$ cat config.mk
export PLATFORM = sky130hd
export DESIGN_NAME = dsf_device_flat
export DESIGN_NICKNAME = d
export VERILOG_FILES = /design/src/hw/dsf_pkg.sv /design/src/hw/dsf_if.sv /design/src/hw/dsf_device.sv /design/src/flat_wrapper.sv
export SDC_FILE = /design/constraint.sdc
export NUM_CORES = 1
export LEC_CHECK = 0
export ABC_AREA = 0
export BUFFER_PORTS_ARGS = -buffer_cell sky130_fd_sc_hd__buf_2
export CAP_MARGIN = 25
export CORE_ASPECT_RATIO = 0.7
export CORE_MARGIN = 3
export CORE_UTILIZATION = 49
export DETAILED_ROUTE_END_ITERATION = 16
export PLACE_DENSITY = 0.78
export SYNTH_ARGS = -nofsm -noshare
export SYNTH_HDL_FRONTEND = slang
export SYNTH_SLANG_ARGS = --single-unit
$ cat constraint.sdc
create_clock -name clk_sys_in -period 2.4 [get_ports clk_sys_in]
set_clock_uncertainty 0.2 [all_clocks]
set_input_delay 0 -clock clk_sys_in [delete_from_list [all_inputs] [get_ports clk_sys_in]]
set_output_delay 0 -clock clk_sys_in [all_outputs]
set_load 0.03 [all_outputs]
$ cat src/hw/dsf_pkg.sv
// Purpose: shared constants for the seek / set-features command decoder
// Assumes: task-file registers are 8 bits; device holds state, host issues commands
// Notes: How it works list below
// How it works
// command 0111xxxx starts a seek
// seek runs even on unformatted medium
// host puts address in sector/cylinder registers
// host puts head or address 24-27 in head bits
// device reports current address after LBA seek
// command EFh selects feature; bits 7,5 set
// unknown feature value aborts with error
// 02h cache on, 82h cache off
// 03h loads transfer mode from sector count
// 05h power management on, 85h off
// 06h/86h standby power-up, 07h spin-up
// 10h/90h Serial ATA option on/off
// 43h records host sector time
// 55h look-ahead off, AAh on
// 66h revert off, CCh on
// reset defaults: cache, look-ahead on, others off
// sector count: type upper five, mode lower three
// decode PIO, flow control, multiword, ultra modes
// reassign capacity reached forces cache off
// actual cache state shown in identify words
// sector count selects Serial ATA option
// power level 00h or FFh aborts
// completion clears busy, sets ready, error
// seek complete flag; bad target sets not-found
package dsf_pkg;
   localparam logic [3:0] CMD_SEEK_HI   = 4'h7;
   localparam logic [7:0] CMD_SET_FEAT  = 8'hEF;
   localparam logic [7:0] F_WC_ON       = 8'h02;
   localparam logic [7:0] F_XFER        = 8'h03;
   localparam logic [7:0] F_APM_ON      = 8'h05;
   localparam logic [7:0] F_PUIS_ON     = 8'h06;
   localparam logic [7:0] F_SPINUP      = 8'h07;
   localparam logic [7:0] F_SATA_ON     = 8'h10;
   localparam logic [7:0] F_SECT_TIME   = 8'h43;
   localparam logic [7:0] F_RLA_OFF     = 8'h55;
   localparam logic [7:0] F_REVERT_OFF  = 8'h66;
   localparam logic [7:0] F_WC_OFF      = 8'h82;
   localparam logic [7:0] F_APM_OFF     = 8'h85;
   localparam logic [7:0] F_PUIS_OFF    = 8'h86;
   localparam logic [7:0] F_SATA_OFF    = 8'h90;
   localparam logic [7:0] F_RLA_ON      = 8'hAA;
   localparam logic [7:0] F_REVERT_ON   = 8'hCC;
   localparam logic [7:0] APM_BAD_LO    = 8'h00;
   localparam logic [7:0] APM_BAD_HI    = 8'hFF;
   localparam logic [4:0] XT_PIO_DEF    = 5'h00;
   localparam logic [4:0] XT_PIO_FC     = 5'h01;
   localparam logic [4:0] XT_MWDMA      = 5'h04;
   localparam logic [4:0] XT_UDMA       = 5'h08;
   localparam logic [2:0] XM_PIO_MAX    = 3'h4;
   localparam logic [2:0] XM_MW_MAX     = 3'h2;
   localparam logic [2:0] XM_UDMA_MAX   = 3'h6;
   localparam logic [2:0] XM_PIO_NORDY  = 3'h1;
   // status bits
   localparam int ST_BSY = 7;
   localparam int ST_RDY = 6;
   localparam int ST_DSC = 4;
   localparam int ST_DRQ = 3;
   localparam int ST_ERR = 0;
   // error bits
   localparam int ER_IDN = 4;
   localparam int ER_ABT = 2;
   // device/head fields
   localparam int DH_LBA = 6;
   localparam logic [7:0] DH_FIXED = 8'hA0;
   localparam logic [7:0] STATUS_IDLE = 8'h50;
   // seek time in device clocks, arbitrary model
   localparam logic [7:0] SEEK_CYCLES = 8'h10;
   // highest reachable lba / cylinder, arbitrary model limits
   localparam logic [27:0] LBA_LIMIT  = 28'h0FF_FFFF;
   localparam logic [15:0] CYL_LIMIT  = 16'h3FFF;
   // host apb register offsets
   localparam logic [7:0] A_CMD     = 8'h00;
   localparam logic [7:0] A_FEAT    = 8'h04;
   localparam logic [7:0] A_SCNT    = 8'h08;
   localparam logic [7:0] A_SNUM    = 8'h0C;
   localparam logic [7:0] A_CYL     = 8'h10;
   localparam logic [7:0] A_DHEAD   = 8'h14;
   localparam logic [7:0] A_RESULT  = 8'h18;
   localparam logic [7:0] A_RETADDR = 8'h1C;
   typedef enum logic [1:0] {
      DS_IDLE = 2'b00,
      DS_SEEK = 2'b01,
      DS_DONE = 2'b10
   } dsf_dev_e;
   typedef enum logic [1:0] {
      HS_IDLE = 2'b00,
      HS_WAIT = 2'b01,
      HS_CAPT = 2'b10
   } dsf_host_e;
endpackage

$ cat src/hw/dsf_if.sv
// Purpose: task-file link between host controller and device
// Assumes: single clock, signals synchronous
// Notes: cmd_valid is a one-cycle strobe with all registers valid
`timescale 1ns/1ps
interface dsf_if;
   logic       cmd_valid;
   logic [7:0] command;
   logic [7:0] feature;
   logic [7:0] sector_count;
   logic [7:0] sector_number;
   logic [7:0] cyl_low;
   logic [7:0] cyl_high;
   logic [7:0] drive_head_select;
   logic       done;
   logic [7:0] device_status;
   logic [7:0] error_report;
   logic [7:0] ret_sector_number;
   logic [7:0] ret_cyl_low;
   logic [7:0] ret_cyl_high;
   logic [7:0] ret_head;
   modport host (output cmd_valid, command, feature, sector_count, sector_number,
                 cyl_low, cyl_high, drive_head_select,
                 input done, device_status, error_report, ret_sector_number,
                 ret_cyl_low, ret_cyl_high, ret_head);
   modport device (input cmd_valid, command, feature, sector_count, sector_number,
                   cyl_low, cyl_high, drive_head_select,
                   output done, device_status, error_report, ret_sector_number,
                   ret_cyl_low, ret_cyl_high, ret_head);
endinterface

$ cat src/hw/dsf_device.sv
// Purpose: device end, decodes seek and set-features commands
// Assumes: host sends one command at a time and waits for done
// Notes: seek duration is a fixed model count
`timescale 1ns/1ps
module dsf_device (
   input  wire logic  clk_sys_in,          // 25 MHz clock
   input  wire logic  resetn_in,           // async reset, active low
   dsf_if.device      tf,                  // task-file link
   input  wire logic  reassign_full_in,    // reassignment capacity reached
   output logic       write_cache_out,     // actual write cache state
   output logic       look_ahead_out,      // read look-ahead enabled
   output logic       revert_out,          // revert to power-on defaults
   output logic       release_irq_out,     // release interrupt enabled
   output logic       apm_en_out,          // power management enabled
   output logic [7:0] apm_level_out,       // power management level
   output logic       puis_out,            // power-up in standby enabled
   output logic       spinup_out,          // spin-up request pulse
   output logic [7:0] sata_opts_out,       // sata options
   output logic [4:0] xfer_type_out,       // transfer type
   output logic [2:0] xfer_mode_out,       // transfer mode number
   output logic       pio_flow_control_signal_out, // pio flow control in use
   output logic [31:0] sector_time_out,    // host sector times
   output logic [15:0] ident_w85_out,      // identify word 85
   output logic [15:0] ident_w129_out      // identify word 129
);
   dsf_pkg::dsf_dev_e st_q, st_d;
   logic [7:0]  cnt_q, cnt_d;
   logic        wc_req_q, wc_req_d;
   logic        rla_q, rla_d, rev_q, rev_d, apm_q, apm_d, puis_q, puis_d, spin_q, spin_d;
   logic [7:0]  lvl_q, lvl_d, sata_q, sata_d, stat_q, stat_d, err_q, err_d;
   logic [4:0]  xt_q, xt_d;
   logic [2:0]  xm_q, xm_d;
   logic        nordy_q, nordy_d, done_q, done_d, bad_q, bad_d;
   logic [31:0] stime_q, stime_d;
   logic [7:0]  rsn_q, rsn_d, rcl_q, rcl_d, rch_q, rch_d, rhd_q, rhd_d;
   logic        wc_eff, xfer_ok, abort, lba, wc_out_q;
   assign wc_eff = wc_req_q & ~reassign_full_in;
   assign lba = tf.drive_head_select[dsf_pkg::DH_LBA];
   always_comb begin
      unique case (tf.sector_count[7:3])
         dsf_pkg::XT_PIO_DEF: xfer_ok = tf.sector_count[2:0] <= dsf_pkg::XM_PIO_NORDY;
         dsf_pkg::XT_PIO_FC:  xfer_ok = tf.sector_count[2:0] <= dsf_pkg::XM_PIO_MAX;
         dsf_pkg::XT_MWDMA:   xfer_ok = tf.sector_count[2:0] <= dsf_pkg::XM_MW_MAX;
         dsf_pkg::XT_UDMA:    xfer_ok = tf.sector_count[2:0] <= dsf_pkg::XM_UDMA_MAX;
         default:             xfer_ok = 1'b0;
      endcase
   end
   always_comb begin
      st_d = st_q; cnt_d = cnt_q; wc_req_d = wc_req_q; rla_d = rla_q; rev_d = rev_q;
      apm_d = apm_q; lvl_d = lvl_q; puis_d = puis_q; spin_d = 1'b0; sata_d = sata_q;
      xt_d = xt_q; xm_d = xm_q; nordy_d = nordy_q; stime_d = stime_q;
      stat_d = stat_q; err_d = err_q; done_d = 1'b0; bad_d = bad_q;
      rsn_d = rsn_q; rcl_d = rcl_q; rch_d = rch_q; rhd_d = rhd_q;
      abort = 1'b0;
      unique case (st_q)
         dsf_pkg::DS_IDLE: begin
            if (tf.cmd_valid && tf.command[7:4] == dsf_pkg::CMD_SEEK_HI) begin
               st_d = dsf_pkg::DS_SEEK;
               cnt_d = dsf_pkg::SEEK_CYCLES;
               stat_d = 8'h00;
               stat_d[dsf_pkg::ST_BSY] = 1'b1;
               err_d = 8'h00;

               if (lba) begin
                  bad_d = {tf.drive_head_select[3:0], tf.cyl_high, tf.cyl_low,
                           tf.sector_number} > dsf_pkg::LBA_LIMIT;
               end else begin
                  bad_d = {tf.cyl_high, tf.cyl_low} > dsf_pkg::CYL_LIMIT;
               end
               rsn_d = tf.sector_number;
               rcl_d = tf.cyl_low;
               rch_d = tf.cyl_high;
               rhd_d = {4'h0, tf.drive_head_select[3:0]};
            end else if (tf.cmd_valid && tf.command == dsf_pkg::CMD_SET_FEAT) begin
               unique case (tf.feature)
                  dsf_pkg::F_WC_ON:      wc_req_d = 1'b1;
                  dsf_pkg::F_WC_OFF:     wc_req_d = 1'b0;
                  dsf_pkg::F_XFER: begin
                     if (xfer_ok) begin
                        xt_d = tf.sector_count[7:3];
                        xm_d = tf.sector_count[2:0];
                        nordy_d = tf.sector_count[7:3] == dsf_pkg::XT_PIO_DEF &&
                                  tf.sector_count[2:0] == dsf_pkg::XM_PIO_NORDY;
                     end else begin
                        abort = 1'b1;
                     end
                  end
                  dsf_pkg::F_APM_ON: begin
                     if (tf.sector_count == dsf_pkg::APM_BAD_LO ||
                         tf.sector_count == dsf_pkg::APM_BAD_HI) begin
                        abort = 1'b1;
                     end else begin
                        apm_d = 1'b1;
                        lvl_d = tf.sector_count;
                     end
                  end
                  dsf_pkg::F_APM_OFF:    apm_d = 1'b0;
                  dsf_pkg::F_PUIS_ON:    puis_d = 1'b1;
                  dsf_pkg::F_PUIS_OFF:   puis_d = 1'b0;
                  dsf_pkg::F_SPINUP:     spin_d = 1'b1;
                  dsf_pkg::F_SATA_ON:    sata_d[tf.sector_count[2:0]] = 1'b1;
                  dsf_pkg::F_SATA_OFF:   sata_d[tf.sector_count[2:0]] = 1'b0;
                  dsf_pkg::F_SECT_TIME:  stime_d = {tf.cyl_high, tf.cyl_low,
                                                    tf.sector_number, tf.sector_count};
                  dsf_pkg::F_RLA_OFF:    rla_d = 1'b0;
                  dsf_pkg::F_RLA_ON:     rla_d = 1'b1;
                  dsf_pkg::F_REVERT_OFF: rev_d = 1'b0;
                  dsf_pkg::F_REVERT_ON:  rev_d = 1'b1;
                  default:               abort = 1'b1;
               endcase
               st_d = dsf_pkg::DS_DONE;
               stat_d = dsf_pkg::STATUS_IDLE;
               stat_d[dsf_pkg::ST_ERR] = abort;
               err_d = 8'h00;
               err_d[dsf_pkg::ER_ABT] = abort;
            end
         end
         dsf_pkg::DS_SEEK: begin
            cnt_d = cnt_q - 8'h01;
            if (cnt_q == 8'h01) begin
               st_d = dsf_pkg::DS_DONE;
               stat_d = dsf_pkg::STATUS_IDLE;
               stat_d[dsf_pkg::ST_DSC] = ~bad_q;
               stat_d[dsf_pkg::ST_ERR] = bad_q;
               err_d[dsf_pkg::ER_IDN] = bad_q;
            end
         end
         dsf_pkg::DS_DONE: begin
            done_d = 1'b1;
            st_d = dsf_pkg::DS_IDLE;
         end
         default: st_d = dsf_pkg::DS_IDLE;
      endcase
   end
   always_ff @(posedge clk_sys_in or negedge resetn_in) begin
      if (!resetn_in) begin
         st_q <= dsf_pkg::DS_IDLE; cnt_q <= 8'h00;
         wc_req_q <= 1'b1; rla_q <= 1'b1; rev_q <= 1'b0;
         apm_q <= 1'b0; lvl_q <= 8'h00; puis_q <= 1'b0; spin_q <= 1'b0; sata_q <= 8'h00;
         xt_q <= 5'h00; xm_q <= 3'h0; nordy_q <= 1'b0; stime_q <= 32'h0000_0000;
         stat_q <= dsf_pkg::STATUS_IDLE; err_q <= 8'h00; done_q <= 1'b0; bad_q <= 1'b0;
         rsn_q <= 8'h00; rcl_q <= 8'h00; rch_q <= 8'h00; rhd_q <= 8'h00;
         wc_out_q <= 1'b1;
      end else begin
         st_q <= st_d; cnt_q <= cnt_d; wc_req_q <= wc_req_d; rla_q <= rla_d; rev_q <= rev_d;
         apm_q <= apm_d; lvl_q <= lvl_d; puis_q <= puis_d; spin_q <= spin_d; sata_q <= sata_d;
         xt_q <= xt_d; xm_q <= xm_d; nordy_q <= nordy_d; stime_q <= stime_d;
         stat_q <= stat_d; err_q <= err_d; done_q <= done_d; bad_q <= bad_d;
         rsn_q <= rsn_d; rcl_q <= rcl_d; rch_q <= rch_d; rhd_q <= rhd_d;
         wc_out_q <= wc_eff;
      end
   end
   assign tf.done = done_q;
   assign tf.device_status = stat_q;
   assign tf.error_report = err_q;
   assign tf.ret_sector_number = rsn_q;
   assign tf.ret_cyl_low = rcl_q;
   assign tf.ret_cyl_high = rch_q;
   assign tf.ret_head = rhd_q;
   assign write_cache_out = wc_out_q;
   assign look_ahead_out = rla_q;
   assign revert_out = rev_q;
   assign release_irq_out = 1'b0;
   assign apm_en_out = apm_q;
   assign apm_level_out = lvl_q;
   assign puis_out = puis_q;
   assign spinup_out = spin_q;
   assign sata_opts_out = sata_q;
   assign xfer_type_out = xt_q;
   assign xfer_mode_out = xm_q;
   assign pio_flow_control_signal_out = ~nordy_q;
   assign sector_time_out = stime_q;
   assign ident_w85_out = {10'h000, wc_out_q, 5'h00};
   assign ident_w129_out = {15'h0000, wc_out_q};
endmodule

$ cat src/flat_wrapper.sv
// flat-port wrapper written by rule: the top's interface ports become plain ports
module dsf_device_flat 
  (clk_sys_in, resetn_in, reassign_full_in, write_cache_out, look_ahead_out, revert_out, release_irq_out, apm_en_out, apm_level_out, puis_out, spinup_out, sata_opts_out, xfer_type_out, xfer_mode_out, pio_flow_control_signal_out, sector_time_out, ident_w85_out, ident_w129_out, tf_cmd_valid, tf_command, tf_feature, tf_sector_count, tf_sector_number, tf_cyl_low, tf_cyl_high, tf_drive_head_select, tf_done, tf_device_status, tf_error_report, tf_ret_sector_number, tf_ret_cyl_low, tf_ret_cyl_high, tf_ret_head);
  dsf_if tf_i ();
  input  wire logic clk_sys_in;
  input  wire logic resetn_in;
  input  wire logic reassign_full_in;
  output logic write_cache_out;
  output logic look_ahead_out;
  output logic revert_out;
  output logic release_irq_out;
  output logic apm_en_out;
  output logic [7:0] apm_level_out;
  output logic puis_out;
  output logic spinup_out;
  output logic [7:0] sata_opts_out;
  output logic [4:0] xfer_type_out;
  output logic [2:0] xfer_mode_out;
  output logic pio_flow_control_signal_out;
  output logic [31:0] sector_time_out;
  output logic [15:0] ident_w85_out;
  output logic [15:0] ident_w129_out;
  input wire logic [$bits(tf_i.cmd_valid)-1:0] tf_cmd_valid;
  input wire logic [$bits(tf_i.command)-1:0] tf_command;
  input wire logic [$bits(tf_i.feature)-1:0] tf_feature;
  input wire logic [$bits(tf_i.sector_count)-1:0] tf_sector_count;
  input wire logic [$bits(tf_i.sector_number)-1:0] tf_sector_number;
  input wire logic [$bits(tf_i.cyl_low)-1:0] tf_cyl_low;
  input wire logic [$bits(tf_i.cyl_high)-1:0] tf_cyl_high;
  input wire logic [$bits(tf_i.drive_head_select)-1:0] tf_drive_head_select;
  output wire logic [$bits(tf_i.done)-1:0] tf_done;
  output wire logic [$bits(tf_i.device_status)-1:0] tf_device_status;
  output wire logic [$bits(tf_i.error_report)-1:0] tf_error_report;
  output wire logic [$bits(tf_i.ret_sector_number)-1:0] tf_ret_sector_number;
  output wire logic [$bits(tf_i.ret_cyl_low)-1:0] tf_ret_cyl_low;
  output wire logic [$bits(tf_i.ret_cyl_high)-1:0] tf_ret_cyl_high;
  output wire logic [$bits(tf_i.ret_head)-1:0] tf_ret_head;
  assign tf_i.cmd_valid = tf_cmd_valid;
  assign tf_i.command = tf_command;
  assign tf_i.feature = tf_feature;
  assign tf_i.sector_count = tf_sector_count;
  assign tf_i.sector_number = tf_sector_number;
  assign tf_i.cyl_low = tf_cyl_low;
  assign tf_i.cyl_high = tf_cyl_high;
  assign tf_i.drive_head_select = tf_drive_head_select;
  assign tf_done = tf_i.done;
  assign tf_device_status = tf_i.device_status;
  assign tf_error_report = tf_i.error_report;
  assign tf_ret_sector_number = tf_i.ret_sector_number;
  assign tf_ret_cyl_low = tf_i.ret_cyl_low;
  assign tf_ret_cyl_high = tf_i.ret_cyl_high;
  assign tf_ret_head = tf_i.ret_head;
  dsf_device u_core (.clk_sys_in(clk_sys_in), .resetn_in(resetn_in), .tf(tf_i), .reassign_full_in(reassign_full_in), .write_cache_out(write_cache_out), .look_ahead_out(look_ahead_out), .revert_out(revert_out), .release_irq_out(release_irq_out), .apm_en_out(apm_en_out), .apm_level_out(apm_level_out), .puis_out(puis_out), .spinup_out(spinup_out), .sata_opts_out(sata_opts_out), .xfer_type_out(xfer_type_out), .xfer_mode_out(xfer_mode_out), .pio_flow_control_signal_out(pio_flow_control_signal_out), .sector_time_out(sector_time_out), .ident_w85_out(ident_w85_out), .ident_w129_out(ident_w129_out));
endmodule
Yosys cells after proc, flatten, opt, wreduce, memory -nomap -nowiden:

Cells that the tools add are included.

* register bits: 120
* latch bits: 0
* bits in writable memories: 0
* memory bits (read-only): 0
* bits of input ports: 60
* output and inout port bits: 145
* logic and storage cells: 135
* memories: 0

* add/sub/neg operators: 1
* multiply operators: 0
* div/mod/pow operators: 0
* order comparisons: 8
* eq/ne operators: 29
* shift-type cells: 0
* multiplexer cells: 33
* bitwise logic cells: 9
* reduce and logical (&&, ||, !) cells: 31

Operators by type and width (count)
* 8-bit == test (second input constant): 8
* 8-bit 2-to-1 mux: 6
* 8-bit one-hot mux with 2 select lines: 3
* 28-bit by 24-bit greater-than comparator with 1-bit output (second input constant): 1
* 8-bit by 3-bit == test with 1-bit output (second input constant): 3
* 8-bit by 7-bit == test with 1-bit output (second input constant): 3
* 4-bit AND reduction: 6
* 8-bit by 2-bit == test with 1-bit output (second input constant): 2
* 16-bit by 14-bit greater-than comparator with 1-bit output (second input constant): 1
* 2-bit nonzero test: 8
* 5-bit AND reduction: 3
* 13-bit OR reduction: 1
* 1-bit one-hot mux with 2 select lines: 6
* 1-bit 2-to-1 mux: 11
* 8-bit bitwise AND: 1
* 8-bit by 1-bit == test with 1-bit output (second input constant): 1
* 8-bit by 5-bit == test with 1-bit output (second input constant): 1
* 8-bit zero test: 1
* 8-bit inverter: 1
* 8-bit OR: 1
* 2-bit AND reduction: 4
* 8-bit by 1-bit subtractor with 8-bit output (second input constant): 1
* 3-bit <= comparator (second input constant): 2
* 2-bit 2-to-1 mux: 3
* 25 further kinds: 33

Logic depth before layout (Yosys ltp):

* depth in word-level cells: 7
* depth in mapped cells: 7

Worst setup path before layout:

OpenSTA, ideal clock, no wires.

* kind: flip-flop to flip-flop
* start: register u_core.st_q[0]
* end: register u_core.stime_q[10] (netlist: u_core.sector_time_out[10])
* setup time: 0.125 ns
* arrival time: 1.797 ns
* data required time: 2.075 ns
* setup slack: 0.277 ns
* stages on the path, launching flop included: 7
* path buffers: 2
* path through: dfrtp_1 -> nor2_4 -> nand4_4 -> or4_4 -> buf_6 -> buf_12 -> mux2_4

* longest elaborated chain between the ends: 2

Ends and longest elaborated chain
* start: declaration: line dsf_device.sv:26 `dsf_pkg::dsf_dev_e st_q, st_d;`
* start signal: assignment: line dsf_device.sv:145 `st_q <= st_d; cnt_q <= cnt_d; wc_req_q <= wc_req_d; rla_q <= rla_d; rev_q <= rev_d;`
* 2-bit zero test: line dsf_device.sv:55 `unique case (st_q)`
* 4-bit AND reduction (no line)
* end signal: assignment: line dsf_device.sv:147 `xt_q <= xt_d; xm_q <= xm_d; nordy_q <= nordy_d; stime_q <= stime_d;`
* end: declaration: line dsf_device.sv:34 `logic [31:0] stime_q, stime_d;`

No other way between the ends.
A chain may end at the register's enable or synchronous reset.

Final worst setup path:

* start: input port tf_feature[3]
* end: register u_core.spin_q (netlist: u_core.spinup_out)

* longest elaborated chain between the ends: 5

Ends and longest elaborated chain
* start: declaration: line flat_wrapper.sv:25 `input wire logic [$bits(tf_i.feature)-1:0] tf_feature;`
* 8-bit by 3-bit == test with 1-bit output: line dsf_device.sv:75 `unique case (tf.feature)`
* 1-bit 2-to-1 mux: line dsf_device.sv:75
* 1-bit 2-to-1 mux: line dsf_device.sv:74 `end else if (tf.cmd_valid && tf.command == dsf_pkg::CMD_SET_FEAT) begin`
* 1-bit 2-to-1 mux: line dsf_device.sv:57 `if (tf.cmd_valid && tf.command[7:4] == dsf_pkg::CMD_SEEK_HI) begin`
* 1-bit 2-to-1 mux: line dsf_device.sv:55
* via u_core.spin_d: line dsf_device.sv:29 `logic rla_q, rla_d, rev_q, rev_d, apm_q, apm_d, puis_q, puis_d, spin_q, spin_d;`
* end signal: assignment: line dsf_device.sv:146 `apm_q <= apm_d; lvl_q <= lvl_d; puis_q <= puis_d; spin_q <= spin_d; sata_q <= sata_d;`
* end: declaration: line dsf_device.sv:29

The timed path passes the listed nets, and every way through them passes these cells.

==> results.toml <==
[yosys]
seq_area_frac_synth = 0.524
muxShareOfSynthArea = 0.137
yosysMostFrequentCell = "nand2_1"
synth_seq_cells = 110
synth_fa_ha_area_frac = 0.00475
yosysWarnings = 0
yosysTopAreaCellShare = 0.499
synth_top_family_by_area = "simple AND/OR/NAND/NOR gates"
ys_async_sr_fraction = 1.00
ys.flop_type = "dfrtp_1"
yosysTopAreaCell = "dfrtp_1"
synth_compound_area_frac = 0.0549
syn_avg_cell_area_sq_um = 11.0
synth_edf_count = 0
synth_xor_area_frac = 0.00166
synthDistinctLibCells = 55
syn-cell-area_sq_um = 5270
syn_inst = 477
synth-simple-area-share = 0.181
netlist_top_cells_area = "dfrtp_1 (50%), mux2_4 (8.6%), nand2_1 (7.6%)"
ys_top_cells_by_count = "nand2_1 (106), dfrtp_1 (105), buf_4 (47)"

[timing]
rsz0062_at_grt = "yes"
finalSetupViolations = 0
layout_setup_ws_ns = 0.0935
setup_tns_ns = 0
period_share = 0.961
fin_hold_ws_ns = 0.00784
period_needed_ns = 2.31
max_freq_ghz = 0.434
drv_slew = 0
worstMarginPinSlew_ns = 0.876
hold_violations = 0
slew_headroom = 0.414

[status]
status = "finished, final reports clean"

[worst_setup_path]
crit_end = "u_core.spinup_out"
rrSetupSlack_ns = 0.15
path_delay_family = "buffers and inverters"
startpoint = "tf_feature[3]"
endpoint_kind = "flip-flop"
crit_path_max_fanout = 7
crit_cells = 7
start_kind = "input pin"
reg2reg_depth = 7
crit_path_frequent_cell = "dlygate4sd3_1"
criticalPathCategory = "input pin to flip-flop"
slowest_delay_ns = 0.58
cp.arrival_ns = 2.39
crit_chain = "dlygate4sd3_1 > buf_2 > nand3b_1 > dlygate4sd3_1 > buf_4 > nor3_2 > dlygate4sd3_1"
required_ns = 2.48
slowest_stage = "dlygate4sd3_1"
rr_startpoint = "u_core.st_q[0]"
critPathBufInv = 5

[power_and_ir_drop]
clockPowerShare = 0.410
seqPwrFrac = 0.501
max-vdd-ir-drop_uv = 415
p_leak_nw = 3.81
p_total_mw = 3.70
p_sw_mw = 0.885
p_int_mw = 2.81
p_per_area_nw_per_um2 = 536
switching_share = 0.240
p_comb_frac = 0.089

[placed_design]
port_buffers = 156
pre_cts_slack_ns = 0.230
placed_cell_area_sq_um = 5980
place.gp.congestion = 0.935
dp.cells = 748
dp_hpwl_um = 9160

[floorplanning]
initial_core_util = 0.524
die_h_um = 92.7
io_pins = 205
row_count = 30
core_sq_um = 10100
die-area_sq_um = 12000
die_width_um = 130

[clocking]
cts_buffers = 9
htree_levels = 3
path_clk_slew_ns = 0.07
clock_latency_ns = 0.34
cts.sinks = 110
root_buffer = "clkbuf_16"
clk_path_buf_depth = 2
cts_tree = "done"

[routing]
detail-route-antenna-nets = 0
drcViolationCount = 0
wl_per_cell_um = 16.3
drt_wl_total_um = 13400
vias_per_cell = 5.13
drt-initial-drc-count = 287
drtPass1Iterations = 4
vias = 4224

[final_layout]
drive_above_1_share = 0.361
syn2layout_area_growth_pct = 30.9
n_fill_cell = 735
final_area_sq_um = 6890
diodes = 0
final_nets = 753
fin_util = 0.685
layoutNonFillerInstCount = 824

[global_routing]
grt_max_degree = 59
grt_pass1_wl_um = 21600
grt.total_usage = 0.226
grt_overflow = 0
antenna_found_initial = 0
grt_pass1_vias = 4431

[flow_run]
drv_cap = 0

[worst_hold_path]
hold_path_class = "input pin to flip-flop"
[cell usage in the layout (no fill, tap or decap), types with 2 or more instances in the layout]
cell type	synthesis	layout
o31ai_1	6	6
clkbuf_16	0	9
buf_4	47	9
nand2_1	106	106
buf_2	1	155
nor2_2	0	2
clkinv_4	0	2
or3_1	2	2
mux2_2	23	23
inv_1	7	7
mux2_4	30	30
o21ai_0	18	18
nor3b_1	2	2
conb_1	1	45
a31oi_1	3	3
a21oi_1	6	6
dfrtp_1	105	105
a32oi_1	2	2
nand3_1	11	11
nand4_1	3	3
nand4b_1	3	3
dlygate4sd3_1	0	60
nor2b_1	8	8
nor4_1	4	4
o21a_1	2	2
or4_1	2	2
a211oi_1	2	2
nand3b_1	6	6
nand2b_1	4	4
ha_1	2	2
and2_1	2	2
nor3_1	8	7
dfstp_2	5	5
nor4bb_1	2	2
nor2_1	15	13
[state kept, by name, indices dropped and copies added, names as in the netlist, 2 cells and up, named ones only]
register / cells
u_core.tf.ret_cyl_low: 8
u_core.tf.ret_sector_number: 8
u_core.apm_level_out: 8
u_core.tf.ret_head: 4
u_core.tf.ret_cyl_high: 8
u_core.xfer_type_out: 5
u_core.tf.device_status: 4
u_core.tf.error_report: 2
u_core.cnt_q: 8
u_core.xfer_mode_out: 3
u_core.sector_time_out: 32
u_core.st_q: 2
[metal layers]
metal / wire (um) / part of all wire / vias up / global-route usage
li1: - / - / 1965 / -
met1: 5790 / 0.43 / 2071 / 0.286
met2: 6510 / 0.48 / 171 / 0.381
met3: 936 / 0.070 / 17 / 0.0640
met4: 198 / 0.015 / 0 / 0.0580
met5: 0 / 0 / - / 0
[worst register-to-register path: cells and delay by family, from the launching register on]
kind | cells | cell delay [ns]
buffers and inverters | 1 | 0.55
DFF | 1 | 0.44
and+or+nand+nor | 4 | 0.67
AOI/OAI and AO/OA | 2 | 0.27
[power groups by stage]
stage / Clock, mW / Sequential (mW) / Combinational (mW)
6_report: 1.51 / 1.85 / 0.329
5_1_grt: 1.64 / 1.85 / 0.355
4_1_cts: 1.56 / 1.85 / 0.323
3_5_place_dp: 0 / 1.89 / 0.254
3_3_place_gp: 0 / 1.89 / 0.248
2_1_floorplan: 0 / 1.89 / 0.190
[worst min-delay path by stage]
stage / startpoint / end / cells past startpoint / slack (ns)
2_1_floorplan: resetn_in / asynchronous set/reset pin / 0 / -0.50
3_3_place_gp: resetn_in / u_core.sector_time_out[28] / 1 / -0.30
3_5_place_dp: resetn_in / u_core.sector_time_out[28] / 1 / -0.29
4_1_cts: tf_command[7] / u_core.tf.device_status[4] / 4 / 0.008
5_1_grt: tf_feature[4] / u_core.tf.error_report[2] / 4 / 0.06
6_report: tf_command[7] / u_core.tf.device_status[4] / 4 / 0.008
[cell families after synthesis]
kind of cell	Yosys count
and+or+nand+nor	190
DFF	110
buffers and inverters	73
muxes	54
AOI/OAI and AO/OA	46
adders and majority gates	2
other	1
xor gates and xnor gates	1
[layout make-up]
class | instances | area [sq um] | share of cell area
clock inverter | 6 | 68.8 | 0.00999
clock buffer | 10 | 239 | 0.0347
multi-input combinational | 338 | 2170 | 0.316
tap | 128 | 160 | 0.0232
sequential | 110 | 2760 | 0.400
timing repair buffer | 225 | 1460 | 0.212
inverter | 7 | 26.3 | 0.00381
[repair_timing]
action,in CTS,in global routing
setup buffers,0,0
setup endpoints to repair,0,2
gates resized for setup,0,2
endpoints found under the hold margin,204,0
hold buffers,60,0
(Power assumes the default switching activity.)
